--- src/uie_pkg.sv ---
// Register map, field positions and reset values of the USB interrupt block
package uie_pkg;
   // Register byte offsets on the bus
   localparam logic [7:0] OFS_IRQ_EN = 8'h00;
   localparam logic [7:0] OFS_ERR_STAT = 8'h04;
   localparam logic [7:0] OFS_ERR_MASK = 8'h08;
   localparam logic [7:0] OFS_EVT_STAT = 8'h0C;
   localparam logic [7:0] OFS_MODE = 8'h10;
   // Enable and event status bit positions
   localparam int BIT_STALL = 7;
   localparam int BIT_ATTACH = 6;
   localparam int BIT_RESUME = 5;
   localparam int BIT_IDLE = 4;
   localparam int BIT_TOKEN = 3;
   localparam int BIT_SOF = 2;
   localparam int BIT_ERR = 1;
   localparam int BIT_RST_DET = 0;
   // Error status bit positions
   localparam int EBIT_STUFF = 7;
   localparam int EBIT_OVERRUN = 5;
   localparam int EBIT_TURN = 4;
   localparam int EBIT_FIELD = 3;
   localparam int EBIT_CRC16 = 2;
   localparam int EBIT_CRC5_EOF = 1;
   localparam int EBIT_PID = 0;
   // Mode register bit
   localparam int MBIT_HOST = 0;
   // Reset values and implemented-bit masks
   localparam logic [7:0] IRQ_EN_RESET = 8'h00;
   localparam logic [7:0] ERR_RESET = 8'h00;
   localparam logic [7:0] ERR_MASK_RESET = 8'h00;
   localparam logic [7:0] EVT_RESET = 8'h00;
   localparam logic MODE_RESET = 1'b0;
   localparam logic [7:0] ERR_IMPL = 8'hBF;
   localparam logic [7:0] IE_HOST_IMPL = 8'hFF;
   localparam logic [7:0] IE_DEV_IMPL = 8'hBF;
   // Buffer descriptor byte count width
   localparam int BC_W = 10;
   typedef enum {UIE_RX_IDLE, UIE_RX_STORE, UIE_RX_DISCARD} uie_rx_state_t;
endpackage : uie_pkg

--- src/uie_sticky8.sv ---
// Eight sticky flags, set by hardware, cleared by writing one
module uie_sticky8
(
   input wire logic mclk,
   input wire logic nrst,
   input wire logic [7:0] reset_val,
   input wire logic [7:0] impl,
   input wire logic [7:0] set_evt,
   input wire logic [7:0] clr,
   output logic [7:0] flags
);
   logic [7:0] next_flags;

   genvar i;
   generate
      for (i = 0; i < 8; i++)
      begin : g_bit
         // Set wins over a clear in the same cycle so no event is lost
         assign next_flags[i] = impl[i] & (set_evt[i] | (flags[i] & ~clr[i]));
      end
   endgenerate

   always_ff @(posedge mclk)
   begin
      if (!nrst)
         flags <= reset_val;
      else
         flags <= next_flags;
   end
endmodule : uie_sticky8

--- src/uie_top.sv ---
// USB interrupt enable, event status and error flag registers
// How it works
// - Enable bits gate the eight top interrupts
// - Bit 1 gates the summary error interrupt
// - Attach enable exists only in host mode
// - Bit 0 gates bus reset or detach
// - Upper three bytes and error bit 6 read zero
// - Bit stuff violation sets error bit 7
// - Overlong packet sets bit 5, excess dropped
// - Turnaround timer expiry sets error bit 4
// - Partial-byte data field sets error bit 3
// - Failed CRC16 sets bit 2, pass doesn't
// - Device mode token CRC5 failure sets bit 1
// - Host mode end-of-frame overrun sets bit 1
// - Failed PID check sets error bit 0
// - Writing one clears a flag, zero keeps
// - Flags stay set until software clears them; attach flag also clears on leaving host mode
// - Summary error only from enabled error flags
module uie_top
(
   input wire logic mclk,
   input wire logic nrst,
   input wire logic wb_cyc_i,
   input wire logic wb_stb_i,
   input wire logic wb_we_i,
   input wire logic [3:0] wb_sel_i,
   input wire logic [7:0] wb_adr_i,
   input wire logic [31:0] wb_dat_i,
   output logic [31:0] wb_dat_o,
   output logic wb_ack_o,
   input wire logic stall_evt,
   input wire logic attach_evt,
   input wire logic resume_evt,
   input wire logic idle_evt,
   input wire logic token_done_evt,
   input wire logic frame_start_evt,
   input wire logic bus_reset_evt,
   input wire logic detach_evt,
   input wire logic stuffing_error_evt,
   input wire logic turnaround_expired,
   input wire logic crc16_check_done,
   input wire logic crc16_pass,
   input wire logic token_crc5_fail,
   input wire logic frame_end_overrun,
   input wire logic pid_check_fail,
   input wire logic rx_pkt_start,
   input wire logic rx_pkt_end,
   input wire logic [2:0] rx_bit_residue,
   input wire logic rx_byte_valid,
   input wire logic [7:0] rx_byte,
   input wire logic [uie_pkg::BC_W-1:0] buffer_descriptor_count,
   output logic store_valid,
   output logic [7:0] store_data,
   output logic host_mode,
   output logic summary_error_irq_flag,
   output logic irq
);
   function automatic logic hit(input logic [7:0] adr,
                                input logic [7:0] ofs);
      hit = (adr[7:2] == ofs[7:2]);
   endfunction : hit

   // A one in the written byte clears, a zero keeps
   function automatic logic [7:0] w1c(input logic strobe,
                                      input logic [7:0] data);
      w1c = strobe ? data : 8'h00;
   endfunction : w1c

   logic [7:0] usb_interrupt_enable;
   logic [7:0] usb_error_enable_mask;
   logic [7:0] usb_error_flag_status;
   logic [7:0] evt_status;
   logic rd_load;
   logic wr_low;
   logic overrun_evt;
   logic [uie_pkg::BC_W-1:0] rx_count;
   uie_pkg::uie_rx_state_t rx_state;
   uie_pkg::uie_rx_state_t next_rx_state;

   uie_wb_slave u_bus
   (
      .mclk(mclk),
      .nrst(nrst),
      .wb_cyc_i(wb_cyc_i),
      .wb_stb_i(wb_stb_i),
      .wb_we_i(wb_we_i),
      .wb_sel_i(wb_sel_i),
      .wb_ack_o(wb_ack_o),
      .rd_load(rd_load),
      .wr_low(wr_low)
   );

   // Address decode
   wire sel_ie = hit(wb_adr_i, uie_pkg::OFS_IRQ_EN);
   wire sel_err = hit(wb_adr_i, uie_pkg::OFS_ERR_STAT);
   wire sel_mask = hit(wb_adr_i, uie_pkg::OFS_ERR_MASK);
   wire sel_evt = hit(wb_adr_i, uie_pkg::OFS_EVT_STAT);
   wire sel_mode = hit(wb_adr_i, uie_pkg::OFS_MODE);
   wire [7:0] wlo = wb_dat_i[7:0];

   // Write strobes, taken on the edge where the master sees ack
   wire wr_ie = wr_low & sel_ie;
   wire wr_err = wr_low & sel_err;
   wire wr_mask = wr_low & sel_mask;
   wire wr_evt = wr_low & sel_evt;
   wire wr_mode = wr_low & sel_mode;

   // Attach enable is unimplemented in device mode
   wire [7:0] ie_impl = host_mode ? uie_pkg::IE_HOST_IMPL
                                  : uie_pkg::IE_DEV_IMPL;
   wire [7:0] ie_eff = usb_interrupt_enable & ie_impl;

   // Named enable fields
   wire stall_irq_en = ie_eff[uie_pkg::BIT_STALL];
   wire attach_irq_en = ie_eff[uie_pkg::BIT_ATTACH];
   wire resume_irq_en = ie_eff[uie_pkg::BIT_RESUME];
   wire idle_irq_en = ie_eff[uie_pkg::BIT_IDLE];
   wire token_done_irq_en = ie_eff[uie_pkg::BIT_TOKEN];
   wire frame_start_irq_en = ie_eff[uie_pkg::BIT_SOF];
   wire error_irq_en = ie_eff[uie_pkg::BIT_ERR];
   // Bit 0 is one flop with a meaning per mode
   wire bus_reset_irq_en = ie_eff[uie_pkg::BIT_RST_DET] & ~host_mode;
   wire detach_irq_en = ie_eff[uie_pkg::BIT_RST_DET] & host_mode;
   wire [7:0] ie_read = {stall_irq_en, attach_irq_en, resume_irq_en,
                         idle_irq_en, token_done_irq_en, frame_start_irq_en,
                         error_irq_en, bus_reset_irq_en | detach_irq_en};

   // Level interrupt from the enabled sticky events
   wire [7:0] irq_src = evt_status & ie_read;
   wire irq_any = |irq_src;

   // Clear strobes; a one clears, a zero keeps
   wire [7:0] err_clr = w1c(wr_err, wlo);
   wire [7:0] evt_clr = w1c(wr_evt, wlo);

   // Unmasked error flags drive the summary error event
   wire err_hit = |(usb_error_flag_status & usb_error_enable_mask);

   // Bit 1 of the error flags changes meaning with the mode
   wire crc5_or_eof = host_mode ? frame_end_overrun
                                : token_crc5_fail;
   // Bit 0 event is bus reset as device, detach as host
   wire rst_or_det = host_mode ? detach_evt : bus_reset_evt;

   // Error event vector
   wire [7:0] err_set;
   assign err_set[uie_pkg::EBIT_STUFF] = stuffing_error_evt;
   assign err_set[6] = 1'b0;
   assign err_set[uie_pkg::EBIT_OVERRUN] = overrun_evt;
   assign err_set[uie_pkg::EBIT_TURN] = turnaround_expired;
   assign err_set[uie_pkg::EBIT_FIELD] =
      rx_pkt_end & (rx_bit_residue != 3'h0);
   assign err_set[uie_pkg::EBIT_CRC16] =
      crc16_check_done & ~crc16_pass;
   assign err_set[uie_pkg::EBIT_CRC5_EOF] = crc5_or_eof;
   assign err_set[uie_pkg::EBIT_PID] = pid_check_fail;

   // Top-level event vector
   wire [7:0] evt_set;
   assign evt_set[uie_pkg::BIT_STALL] = stall_evt;
   assign evt_set[uie_pkg::BIT_ATTACH] = attach_evt & host_mode;
   assign evt_set[uie_pkg::BIT_RESUME] = resume_evt;
   assign evt_set[uie_pkg::BIT_IDLE] = idle_evt;
   assign evt_set[uie_pkg::BIT_TOKEN] = token_done_evt;
   assign evt_set[uie_pkg::BIT_SOF] = frame_start_evt;
   assign evt_set[uie_pkg::BIT_ERR] = err_hit;
   assign evt_set[uie_pkg::BIT_RST_DET] = rst_or_det;

   // Sticky flags hold until cleared by software; the attach event flag also clears on leaving host mode
   uie_sticky8 u_err
   (
      .mclk(mclk),
      .nrst(nrst),
      .reset_val(uie_pkg::ERR_RESET),
      .impl(uie_pkg::ERR_IMPL),
      .set_evt(err_set),
      .clr(err_clr),
      .flags(usb_error_flag_status)
   );

   uie_sticky8 u_evt
   (
      .mclk(mclk),
      .nrst(nrst),
      .reset_val(uie_pkg::EVT_RESET),
      .impl(ie_impl),
      .set_evt(evt_set),
      .clr(evt_clr),
      .flags(evt_status)
   );

   // Named error flag fields; bit 1 is named per mode
   wire stuffing_error_flag = usb_error_flag_status[uie_pkg::EBIT_STUFF];
   wire buffer_overrun_flag = usb_error_flag_status[uie_pkg::EBIT_OVERRUN];
   wire turnaround_timeout_flag = usb_error_flag_status[uie_pkg::EBIT_TURN];
   wire field_size_error_flag = usb_error_flag_status[uie_pkg::EBIT_FIELD];
   wire data_crc_fail_flag = usb_error_flag_status[uie_pkg::EBIT_CRC16];
   wire token_crc_fail_flag =
      usb_error_flag_status[uie_pkg::EBIT_CRC5_EOF] & ~host_mode;
   wire frame_end_error_flag =
      usb_error_flag_status[uie_pkg::EBIT_CRC5_EOF] & host_mode;
   wire pid_check_fail_flag = usb_error_flag_status[uie_pkg::EBIT_PID];
   wire [7:0] err_read = {stuffing_error_flag, 1'b0, buffer_overrun_flag,
                          turnaround_timeout_flag, field_size_error_flag,
                          data_crc_fail_flag,
                          token_crc_fail_flag | frame_end_error_flag,
                          pid_check_fail_flag};

   // Read multiplexer; upper bits and unmapped offsets read zero
   wire [7:0] rd_lo = sel_ie ? ie_read :
                      sel_err ? err_read :
                      sel_mask ? usb_error_enable_mask :
                      sel_evt ? evt_status :
                      sel_mode ? {7'h00, host_mode} : 8'h00;
   wire [31:0] rd_word = {24'h000000, rd_lo};

   // Receive length check against the buffer descriptor
   wire room = rx_count < buffer_descriptor_count;
   wire take_byte = (rx_state == uie_pkg::UIE_RX_STORE) & rx_byte_valid;

   always_comb
   begin
      next_rx_state = rx_state;
      overrun_evt = 1'b0;
      case (rx_state)
         uie_pkg::UIE_RX_IDLE:
         begin
            if (rx_pkt_start)
               next_rx_state = uie_pkg::UIE_RX_STORE;
         end
         uie_pkg::UIE_RX_STORE:
         begin
            if (rx_byte_valid & ~room)
            begin
               // Too many bytes: flag once and drop the rest
               overrun_evt = 1'b1;
               next_rx_state = uie_pkg::UIE_RX_DISCARD;
            end
            else if (rx_pkt_end)
               next_rx_state = uie_pkg::UIE_RX_IDLE;
         end
         uie_pkg::UIE_RX_DISCARD:
         begin
            if (rx_pkt_end)
               next_rx_state = uie_pkg::UIE_RX_IDLE;
         end
         default:
         begin
            next_rx_state = uie_pkg::UIE_RX_IDLE;
         end
      endcase
   end

   wire keep_byte = take_byte & room;

   always_ff @(posedge mclk)
   begin
      if (!nrst)
         rx_state <= uie_pkg::UIE_RX_IDLE;
      else
         rx_state <= next_rx_state;
   end

   // Count stops at the descriptor count, so it cannot wrap
   always_ff @(posedge mclk)
   begin
      if (!nrst)
         rx_count <= '0;
      else if (rx_pkt_start)
         rx_count <= '0;
      else if (keep_byte)
         rx_count <= rx_count + 1'b1;
   end

   // Only bytes within the descriptor count reach the buffer
   always_ff @(posedge mclk)
   begin
      if (!nrst)
         store_valid <= 1'b0;
      else
         store_valid <= keep_byte;
   end

   always_ff @(posedge mclk)
   begin
      if (!nrst)
         store_data <= 8'h00;
      else if (keep_byte)
         store_data <= rx_byte;
   end

   // Software-written control registers
   always_ff @(posedge mclk)
   begin
      if (!nrst)
         usb_interrupt_enable <= uie_pkg::IRQ_EN_RESET;
      else if (wr_ie)
         usb_interrupt_enable <= wlo & ie_impl;
      else
         // Leaving host mode drops a stale attach enable
         usb_interrupt_enable <= usb_interrupt_enable & ie_impl;
   end

   always_ff @(posedge mclk)
   begin
      if (!nrst)
         usb_error_enable_mask <= uie_pkg::ERR_MASK_RESET;
      else if (wr_mask)
         usb_error_enable_mask <= wlo & uie_pkg::ERR_IMPL;
   end

   always_ff @(posedge mclk)
   begin
      if (!nrst)
         host_mode <= uie_pkg::MODE_RESET;
      else if (wr_mode)
         host_mode <= wlo[uie_pkg::MBIT_HOST];
   end

   // Read data is registered and holds until the next read
   always_ff @(posedge mclk)
   begin
      if (!nrst)
         wb_dat_o <= 32'h00000000;
      else if (rd_load)
         wb_dat_o <= rd_word;
   end

   // Interrupt levels come from flops, one cycle behind the flags
   always_ff @(posedge mclk)
   begin
      if (!nrst)
         summary_error_irq_flag <= 1'b0;
      else
         summary_error_irq_flag <= err_hit;
   end

   always_ff @(posedge mclk)
   begin
      if (!nrst)
         irq <= 1'b0;
      else
         irq <= irq_any;
   end
endmodule : uie_top

--- src/uie_wb_slave.sv ---
// Classic Wishbone handshake: one wait state, ack for one cycle
module uie_wb_slave
(
   input wire logic mclk,
   input wire logic nrst,
   input wire logic wb_cyc_i,
   input wire logic wb_stb_i,
   input wire logic wb_we_i,
   input wire logic [3:0] wb_sel_i,
   output logic wb_ack_o,
   output logic rd_load,
   output logic wr_low
);
   wire req = wb_cyc_i & wb_stb_i;

   // Read data is loaded on the edge that raises ack
   assign rd_load = req & ~wb_ack_o & ~wb_we_i;
   // Write lands on the edge where the master sees ack; low lane only
   assign wr_low = req & wb_ack_o & wb_we_i & wb_sel_i[0];

   always_ff @(posedge mclk)
   begin
      if (!nrst)
         wb_ack_o <= 1'b0;
      else
         wb_ack_o <= req & ~wb_ack_o;
   end
endmodule : uie_wb_slave
--- config.mk ---
export PLATFORM = sky130hd
export DESIGN_NAME = uie_top
export DESIGN_NICKNAME = d
export VERILOG_FILES = /design/src/uie_pkg.sv /design/src/uie_sticky8.sv /design/src/uie_top.sv /design/src/uie_wb_slave.sv
export SDC_FILE = /design/constraint.sdc
export NUM_CORES = 1
export LEC_CHECK = 0
export BUFFER_PORTS_ARGS = -buffer_cell sky130_fd_sc_hd__buf_4
export CORE_UTILIZATION = 45
export CTS_CLUSTER_SIZE = 12
export DETAILED_ROUTE_END_ITERATION = 10
export MAX_ROUTING_LAYER = met4
export PLACE_DENSITY = 0.76
export SKIP_CTS_REPAIR_TIMING = 1
export SLEW_MARGIN = 5
export SYNTH_ARGS = -nofsm -noshare
export SYNTH_HDL_FRONTEND = slang
export SYNTH_SLANG_ARGS = --single-unit
--- constraint.sdc ---
create_clock -name mclk -period 5.6 [get_ports mclk]
set_clock_uncertainty 0.15 [all_clocks]
set_input_delay 0 -clock mclk [delete_from_list [all_inputs] [get_ports mclk]]
set_output_delay 0 -clock mclk [all_outputs]
set_load 0.03 [all_outputs]
==> results.py, run 1 <==
metrics = {
    "outcome": {
        "status": "finished with violations",
        "violations": "hold timing",
    },
    "clock_tree": {
        "tritoncts": "yes",
        "path_clk_slew_ns": 0.09,
        "clockBufferDepth": 2,
        "clock-root-buffer": "clkbuf_8",
        "cts_sinks": 93,
        "htree_num_levels": 3,
        "clk_latency_ns": 0.36,
        "cts_buffers": 9,
    },
    "worst_hold_path": {
        "hp-class": "in -> reg",
    },
    "final_layout": {
        "final_nets": 678,
        "drive_gt1_frac": 0.188,
        "syn_to_final_growth_pct": 41.8,
        "diodes": 0,
        "fillers": 662,
        "final_cells": 690,
        "fin_area_sq_mm": 0.00538,
    },
    "logic_synthesis": {
        "yosys-top-cells-area": "dfxtp_1 (49%), buf_4 (4.7%), nand2_1 (4.7%)",
        "synth_edf_count": 0,
        "yosys_warnings": 0,
        "synth_area_sq_mm": 0.00379,
        "ys_seq_area_frac": 0.491,
        "synth_seq_cells": 93,
        "synth_top_area_frac": 0.491,
        "syn_inst": 408,
        "synth_top_area_cell": "dfxtp_1",
        "async_flop_share": 0,
        "avgSynthCellArea_sq_um": 9.30,
        "ys.flop_type": "dfxtp_1",
        "synth_cell_types": 45,
    },
    "sta": {
        "maxSlewHeadroom": 0.426,
        "min_period_ns": 3.43,
        "hold_violations": 1,
        "setup_tns_ns": 0,
        "whs_ns": -0.0248,
        "slew_viol_final": 0,
        "setup_violations": 0,
        "rsz0062_at_grt": "false",
        "worst_pin_slew_ns": 0.857,
        "finalCritPeriodShare": 0.612,
        "clock.fmax_mhz": 292,
    },
    "floorplanning": {
        "die-area_sq_mm": 0.00880,
        "initial_core_util": 0.464,
        "core_area_sq_mm": 0.00818,
        "rows": 33,
        "die_x_um": 93.8,
        "ios": 133,
        "die_h_um": 93.8,
    },
    "grt": {
        "grt_start_max_net_pins": 36,
        "antenna_found_initial": 0,
        "grt_overflow_total": 0,
        "grtUsageTotal": 0.194,
        "grt_pass1_wl_um": 13100,
        "grt_pass1_vias": 3009,
    },
    "drt": {
        "via_per_inst": 5.16,
        "drtPass1Iterations": 5,
        "highest_layer": "met4",
        "met3_length_um": 636,
        "drc": 0,
        "routed_wl_um": 9250,
        "first_iter_violations": 232,
        "met2_length_um": 4690,
        "postRouteAntennaNets": 0,
        "wl_per_cell_um": 13.4,
        "met1Wirelength_um": 3640,
        "via_count": 3558,
    },
    "worst_setup_path": {
        "crit_top_cell": "dlygate4sd3_1",
        "setup.worst_path.end_class": "flip-flop",
        "cp_top_family": "buffers and inverters",
        "critPathArrivalTime_ns": 3.53,
        "crit_path_top_delay_cell": "or4_1",
        "crit_buf_inv": 4,
        "cp.required_ns": 5.70,
        "crit_type": "in -> reg",
        "start_kind": "input pin",
        "max_stage_delay_ns": 0.68,
        "worstPathMaxFanout": 8,
        "path_cells": "dlygate4sd3_1 > buf_4 > or4_1 > or3b_4 > nor2_4 > nand2_1 > a21oi_1 > dlygate4sd3_1 > nor2_1 > dlygate4sd3_1",
    },
    "flow_run": {
        "max_cap_violations": 0,
    },
    "pwr": {
        "power_mw": 1.29,
        "p_int_uw": 964,
        "p_seq_frac": 0.534,
        "clkPwrFrac": 0.361,
        "vdd_drop_max_uv": 139,
        "combPwrFrac": 0.105,
        "switching_share": 0.251,
        "switchingPower_uw": 323,
        "power_density_mw_per_mm2": 239,
        "leakagePower_nw": 2.35,
    },
    "placed_design": {
        "place_inst": 605,
        "io_buffers": 79,
        "place.gp.congestion": 0.852,
        "hpwl_um": 5940,
        "dpl_cell_area_sq_mm": 0.00448,
    },
}
worst register-to-register path, delay by kind of cell, from the launching register on:
kind	cells	cell delay, ns
AO/OA/AOI/OAI	1	0.13
buffers and inverters	2	1.12
AND/OR/NAND/NOR	5	1.03
flip-flops	1	0.39
per-stage QoR:
step | utilization | worst slack (ns)
after floorplan | - | 3.50
after global placement | 0.548 | 3.01
after detailed placement | 0.548 | 2.95
after CTS | 0.573 | 2.92
after global routing | 0.658 | 2.14
final | 0.658 | 2.17
sequential cells by signal, summed over array words and instances (netlist names):
register / flops
rx_state: 32
rx_count: 10
store_data: 8
u_evt.flags: 8
usb_interrupt_enable: 8
wb_dat_o: 8
u_err.flags: 7
usb_error_enable_mask: 7
host_mode: 1
irq: 1
store_valid: 1
summary_error_irq_flag: 1
u_bus.wb_ack_o: 1
cells by family after synthesis:
kind of cell | count (synthesis) | synth area share
AO/OA/AOI/OAI | 82 | 0.131
XOR/XNOR | 1 | 0.00231
adder cells (fa/ha/maj) | 10 | 0.0330
buffers and inverters | 53 | 0.0768
flip-flops | 93 | 0.491
multiplexers | 16 | 0.0620
other | 1 | 0.000988
AND/OR/NAND/NOR | 152 | 0.203
cell usage in the layout, fill, tap and decap left out, types with 3 or more instances in the layout:
master          n
buf_4          80
o31ai_1         4
inv_1          12
dlygate4sd3_1  69
conb_1         54
or3_1           7
nand4_1         7
dfxtp_1        93
mux2i_1        10
or4_1           3
nand2b_1        3
nand3_1        24
a31oi_1         3
a21o_1          3
ha_1           10
a22oi_1        11
clkbuf_8        9
nand2_1        48
nor4_1          6
mux4_2          6
nor2_1         35
o21ai_0        17
nor2b_1         3
a21oi_1        35
worst paths after layout:
kind / start / end / slack, ns / cells past startpoint
worst max-delay path: wb_adr_i[4] / u_evt.flags[6] / 2.17 / 10
worst max register to register: u_bus.wb_ack_o / u_evt.flags[6] / 2.68 / 8
worst min-delay path: wb_adr_i[6] / host_mode / -0.02 / 5
worst min register to register: store_data[1] / store_data[1] / 0.33 / 2
metal layers:
metal | global-route usage | up-vias
li1 | - | 1711
met1 | 0.228 | 1655
met2 | 0.318 | 163
met3 | 0.0356 | 29
met4 | 0.101 | 0
met5 | - | -
power groups by stage:
| stage | logic, mW | clock network, mW | registers (mW) |
|---|---|---|---|
| 2_1_floorplan | 0.0678 | 0 | 0.701 |
| 3_3_place_gp | 0.0965 | 0 | 0.702 |
| 3_5_place_dp | 0.0987 | 0 | 0.703 |
| 4_1_cts | 0.0990 | 0.471 | 0.688 |
| 5_1_grt | 0.148 | 0.501 | 0.690 |
| 6_report | 0.135 | 0.464 | 0.688 |
final cells by class:
type / instances / area (sq um) / area share
clock buffer: 9 / 124 / 0.0230
clock inverter: 7 / 86.3 / 0.0161
inverter: 12 / 45.0 / 0.00837
multi-input combinational: 315 / 1840 / 0.342
sequential: 93 / 1860 / 0.346
tap: 105 / 131 / 0.0244
timing repair buffer: 149 / 1290 / 0.240
cells in the mapped netlist, types with 2 or more instances:
| cell | n |
|---|---|
| mux4_2 | 6 |
| nand2b_1 | 3 |
| and3_1 | 2 |
| nor2b_1 | 3 |
| or3_1 | 7 |
| nor4_1 | 6 |
| a21oi_1 | 35 |
| ha_1 | 10 |
| nor2_4 | 2 |
| buf_4 | 24 |
| clkbuf_1 | 10 |
| nand3_1 | 24 |
| or4_1 | 3 |
| buf_2 | 2 |
| nand3b_1 | 2 |
| a31oi_1 | 3 |
| nor3_1 | 2 |
| a211o_1 | 2 |
| nand2_1 | 48 |
| buf_1 | 5 |
| dfxtp_1 | 93 |
| o21ai_0 | 17 |
| o31ai_1 | 4 |
| a21o_1 | 3 |
| nor2_1 | 35 |
| inv_1 | 12 |
| a222oi_1 | 2 |
| mux2i_1 | 10 |
| a22oi_1 | 11 |
| nand4_1 | 7 |
Power figures use the tool's default switching activity.
==> run 2, diff against run 1 <==
Settings changed: ABC_AREA set to 1, PLACE_DENSITY 0.76 to 0.75.
Clock period 5.6 ns to 3.5 ns, I/O delays scaled along.
==> run 2 against run 1 <==
  * The run still ends with hold timing left
  * Sequential cell count is the same
  * Cell area grew 2.0%
  * Clock power grew 66%
  * Area after synthesis grew 6.4%
  * Die area grew 6.2%
  * Power grew 63%
  * Global-route usage grew 0.63 points
  * Register-to-register slack lost 2.2 ns
  * Worst setup slack lost 1.6 ns
  * Via count grew 10%
  * Non-clock buffer count shrank 12
  * Count of clock-buffer cells in the layout is the same
  * Critical path type is now reg -> reg
  * Critical endpoint is now usb_error_enable_mask[3]
==> results.py, run 2 <==
metrics = {
    "worst_hold_path": {
        "hp-class": "in -> reg",
    },
    "worst_setup_path": {
        "start_kind": "flip-flop",
        "crit_path_top_delay_cell": "nor4_4",
        "crit_buf_inv": 2,
        "setup.worst_path.end_class": "flip-flop",
        "cp.required_ns": 3.67,
        "max_stage_delay_ns": 0.65,
        "rrSetupSlack_ns": 0.52,
        "path_cells": "nand4_1 > nor4_4 > o21ai_0 > dlygate4sd3_1 > a21oi_1 > dlygate4sd3_1",
        "crit_top_cell": "dlygate4sd3_1",
        "crit_type": "reg -> reg",
        "critPathArrivalTime_ns": 3.15,
        "worstPathMaxFanout": 14,
        "cp_top_family": "buffers and inverters",
    },
    "sta": {
        "rsz0062_at_grt": "false",
        "min_period_ns": 2.98,
        "setup_tns_ns": 0,
        "whs_ns": -0.0254,
        "clock.fmax_mhz": 336,
        "maxSlewHeadroom": 0.480,
        "hold_violations": 1,
        "setup_violations": 0,
        "slew_viol_final": 0,
        "worst_pin_slew_ns": 0.775,
        "finalCritPeriodShare": 0.850,
    },
    "floorplanning": {
        "die_h_um": 96.7,
        "core_area_sq_mm": 0.00872,
        "die-area_sq_mm": 0.00935,
        "initial_core_util": 0.463,
        "ios": 133,
        "die_x_um": 96.7,
        "rows": 34,
    },
    "drt": {
        "met1Wirelength_um": 4060,
        "wl_per_cell_um": 12.9,
        "drc": 0,
        "routed_wl_um": 10000,
        "via_per_inst": 5.02,
        "met3_length_um": 696,
        "via_count": 3914,
        "highest_layer": "met4",
        "first_iter_violations": 254,
        "met2_length_um": 5050,
        "postRouteAntennaNets": 0,
        "drtPass1Iterations": 6,
    },
    "placed_design": {
        "hpwl_um": 6460,
        "dpl_cell_area_sq_mm": 0.00470,
        "io_buffers": 79,
        "place.gp.congestion": 0.857,
    },
    "final_layout": {
        "syn_to_final_growth_pct": 36.0,
        "fin_area_sq_mm": 0.00549,
        "regArea_sq_mm": 0.00186,
        "final_nets": 764,
        "largest_reg_flops": 32,
        "multi_input_area_sq_mm": 0.00190,
        "top_regs": "rx_state x32, rx_count x10",
        "diodes": 0,
        "fin_util": 0.629,
        "fillers": 733,
        "layout_common_cells": "dfxtp_1 (93), nand2_1 (84), buf_4 (80)",
        "final_common_cell": "dfxtp_1",
        "drive_gt1_frac": 0.180,
        "largest_register": "rx_state",
    },
    "pwr": {
        "vdd_drop_max_uv": 223,
        "power_density_mw_per_mm2": 383,
        "leakagePower_nw": 2.47,
    },
    "clock_tree": {
        "path_clk_slew_ns": 0.11,
        "cts_sinks": 93,
        "tritoncts": "yes",
        "clock-root-buffer": "clkbuf_8",
        "clockBufferDepth": 2,
        "htree_num_levels": 3,
        "clk_latency_ns": 0.37,
        "cts_buffers": 9,
    },
    "logic_synthesis": {
        "avgSynthCellArea_sq_um": 8.05,
        "yosys_warnings": 0,
        "synth_edf_count": 0,
        "ys.flop_type": "dfxtp_1",
        "synth_area_sq_mm": 0.00404,
        "synth_top_area_frac": 0.461,
        "ys_top_cells_by_count": "dfxtp_1 (93), nand2_1 (84), a21oi_1 (58), inv_1 (48)",
        "yosys-top-cells-area": "dfxtp_1 (46%), nand2_1 (7.8%), a21oi_1 (7.2%)",
        "synth_cell_types": 42,
        "synth_seq_cells": 93,
        "synth_top_area_cell": "dfxtp_1",
        "ys_seq_area_frac": 0.461,
        "syn_inst": 501,
        "async_flop_share": 0,
        "synth.most_common_cell": "dfxtp_1",
    },
    "outcome": {
        "status": "finished with violations",
        "violations": "hold timing",
    },
    "grt": {
        "grt_pass1_vias": 3294,
        "grt_pass1_wl_um": 14800,
        "grtUsageTotal": 0.201,
        "grt_start_max_net_pins": 30,
        "grt_overflow_total": 0,
        "antenna_found_initial": 0,
    },
    "flow_run": {
        "max_cap_violations": 0,
    },
}
==> run 2: changes by cell type in the layout (fill, tap and decap cells not counted), sizes merged, moves of 5 or more <==
| cell | before | now |
|---|---|---|
| nand3 | 24 | 37 |
| nor3 | 2 | 8 |
| a41oi | 0 | 6 |
| inv | 16 | 57 |
| nor4 | 7 | 2 |
| mux2i | 10 | 0 |
| or3 | 7 | 0 |
| a22oi | 11 | 0 |
| o21ai | 17 | 36 |
| a21oi | 35 | 58 |
| dlygate4sd3 | 69 | 57 |
| nand2 | 48 | 88 |
| mux4 | 6 | 0 |
==> run 2: logic make-up (layout without fill, tap and decap cells) <==
group	after synthesis	after routing	share of synthesized area
AO/OA/AOI/OAI	112	112	0.153
AND/OR/NAND/NOR	189	189	0.223
flip-flops	93	93	0.461
other	1	54	0.000929
XOR/XNOR	7	7	0.0152
adder cells (fa/ha/maj)	10	10	0.0310
buffers and inverters	89	206	0.116
==> run 2: final timing paths <==
kind,end,cells past startpoint,from
min reg2reg,store_data[3],2,store_data[3]
min,host_mode,5,wb_adr_i[4]
max reg2reg,usb_error_enable_mask[3],6,u_bus.wb_ack_o
max,usb_error_enable_mask[3],6,u_bus.wb_ack_o
==> run 2: metrics by stage <==
step,cells,worst slack (ns),power (mW)
4_1_cts,722,1.47,2.06
5_1_grt,779,0.332,2.18
3_5_place_dp,706,1.49,1.30
2_1_floorplan,554,1.76,1.25
3_3_place_gp,706,1.53,1.30
6_report,779,0.524,2.10
==> run 2: worst min-delay path: stages <==
cell,delay [ns]
buf_4,0.12
nand4_1,0.12
nor2_1,0.07
nor2_1,0.09
a211oi_1,0.05
==> run 2: layout make-up <==
type | instances | area share
Inverter | 53 | 0.0367
Sequential cell | 93 | 0.339
Tap cell | 108 | 0.0246
Timing Repair Buffer | 137 | 0.213
Clock buffer | 9 | 0.0226
Clock inverter | 7 | 0.0164
Multi-Input combinational cell | 372 | 0.347
==> run 2: where the power goes <==
part           internal (mW)  switching (mW)
registers               1.09          0.0167
clock network          0.350           0.418
logic                  0.108           0.120
==> run 2: layer usage <==
layer,track usage,vias up
met5,-,-
met4,0.0987,0
met3,0.0303,27
met2,0.321,181
met1,0.248,1780
li1,-,1926
==> run 3, diff against run 2 <==
Settings changed: ABC_AREA 1 to not set, PLACE_DENSITY 0.75 to 0.76.
==> run 3 against run 2 <==
  * The run still ends with hold timing left
  * Via count decreased by 9.5%
  * Sequential cell count unchanged
  * Sequential share of layout area grew 0.78 points
  * Wire length decreased by 3.2%
  * First-iteration DRC count down 12%
==> results.py, run 3 (synthesized netlist as in run 1, its figures left out) <==
metrics = {
    "grt": {
        "grt_pass1_wl_um": 13800,
        "grt_start_max_net_pins": 36,
        "grtUsageTotal": 0.209,
        "grt_overflow_total": 0,
        "antenna_found_initial": 0,
        "grt_pass1_vias": 3051,
    },
    "drt": {
        "wl_per_cell_um": 14.1,
        "via_per_inst": 5.14,
        "routed_wl_um": 9730,
        "postRouteAntennaNets": 0,
        "drc": 0,
        "via_count": 3544,
        "first_iter_violations": 223,
        "drtPass1Iterations": 4,
    },
    "worst_setup_path": {
        "path_cells": "dlygate4sd3_1 > buf_4 > or4_1 > or3b_4 > nor2_4 > nand2_1 > a21oi_1 > nor2_1 > dlygate4sd3_1",
        "worstPathMaxFanout": 8,
        "max_stage_delay_ns": 0.67,
        "rrSetupSlack_ns": 0.63,
        "setup.worst_path.end_class": "flip-flop",
        "crit_type": "in -> reg",
        "cp.required_ns": 3.61,
        "start_kind": "input pin",
        "critPathArrivalTime_ns": 3.01,
        "crit_top_cell": "dlygate4sd3_1",
        "crit_path_top_delay_cell": "or4_1",
    },
    "floorplanning": {
        "core_area_sq_mm": 0.00818,
        "rows": 33,
        "die_h_um": 93.8,
        "die_x_um": 93.8,
        "die-area_sq_mm": 0.00880,
        "initial_core_util": 0.464,
        "ios": 133,
    },
    "pwr": {
        "vdd_drop_max_uv": 287,
        "power_density_mw_per_mm2": 378,
        "leakagePower_nw": 2.34,
    },
    "final_layout": {
        "final_nets": 678,
        "largest_reg_flops": 32,
        "largest_register": "rx_state",
        "syn_to_final_growth_pct": 41.4,
        "layout_common_cells": "dfxtp_1 (93), buf_4 (80), dlygate4sd3_1 (69)",
        "final_common_cell": "dfxtp_1",
        "fin_area_sq_mm": 0.00536,
        "diodes": 0,
        "top_regs": "rx_state x32, rx_count x10",
        "drive_gt1_frac": 0.188,
    },
    "sta": {
        "whs_ns": -0.0219,
        "finalCritPeriodShare": 0.829,
        "setup_tns_ns": 0,
        "setup_violations": 0,
        "worst_pin_slew_ns": 0.896,
        "clock.fmax_mhz": 344,
        "maxSlewHeadroom": 0.400,
        "rsz0062_at_grt": "false",
        "hold_violations": 2,
        "slew_viol_final": 0,
        "min_period_ns": 2.90,
    },
    "clock_tree": {
        "htree_num_levels": 3,
        "tritoncts": "yes",
        "path_clk_slew_ns": 0.09,
        "cts_buffers": 9,
        "clk_latency_ns": 0.37,
        "clockBufferDepth": 2,
        "cts_sinks": 93,
        "clock-root-buffer": "clkbuf_8",
    },
    "outcome": {
        "status": "finished with violations",
        "violations": "hold timing",
    },
    "placed_design": {
        "hpwl_um": 6020,
        "place.gp.congestion": 0.845,
        "dpl_cell_area_sq_mm": 0.00448,
        "io_buffers": 79,
    },
    "worst_hold_path": {
        "hp-class": "in -> reg",
    },
    "flow_run": {
        "max_cap_violations": 0,
    },
}
-- run 3: final cells by class --
class | instances | area, sq um
tap | 105 | 131
fill | 643 | 2810
clock inverter | 6 | 57.6
sequential | 93 | 1860
clock buffer | 10 | 138
timing repair buffer | 149 | 1290
inverter | 12 | 45.0
multi-input combinational | 315 | 1840
-- run 3: path summary, 6_finish.rpt --
| path | endpoint | depth (start not counted) | start |
|---|---|---|---|
| setup / recovery | u_evt.flags[6] | 9 | wb_adr_i[4] |
| hold / removal | host_mode | 5 | wb_adr_i[6] |
| setup reg to reg | store_data[2] | 7 | rx_state[17] |
| hold reg to reg | wb_dat_o[0] | 2 | wb_dat_o[0] |
-- run 3: where the power goes --
| part | total [mW] | internal (mW) | switching (mW) |
|---|---|---|---|
| Clock | 0.713 | 0.298 | 0.415 |
| Combinational | 0.216 | 0.107 | 0.108 |
| Sequential | 1.10 | 1.09 | 0.0145 |
| Total | 2.03 | 1.49 | 0.538 |
-- run 3: metal layers --
layer / vias up / part of all wire / GRT usage / wire [um]
met4: 0 / 0.028 / 0.113 / 275
met1: 1651 / 0.38 / 0.233 / 3730
met2: 157 / 0.52 / 0.352 / 5030
met5: - / 0 / - / 0
met3: 25 / 0.072 / 0.0396 / 697
li1: 1711 / - / - / -
-- run 3: critical path: cells and delay by family --
kind | cells | cell delay (ns)
AND/OR/NAND/NOR | 5 | 1.56
AO/OA/AOI/OAI | 1 | 0.18
buffers and inverters | 3 | 1.27
-- run 3: per-stage QoR --
step                      power (mW)  hold slack (ns)  worst slack, ns  utilization  std cells
after floorplan                 1.23          -0.0326             1.40            -        461
after global placement          1.28           0.0535            0.924        0.548        605
after detailed placement        1.28           0.0636            0.791        0.548        605
after CTS                       1.99           -0.321            0.780        0.572        621
after global routing            2.11           0.0299            0.434        0.656        690
final                           2.03          -0.0219            0.597        0.656        690
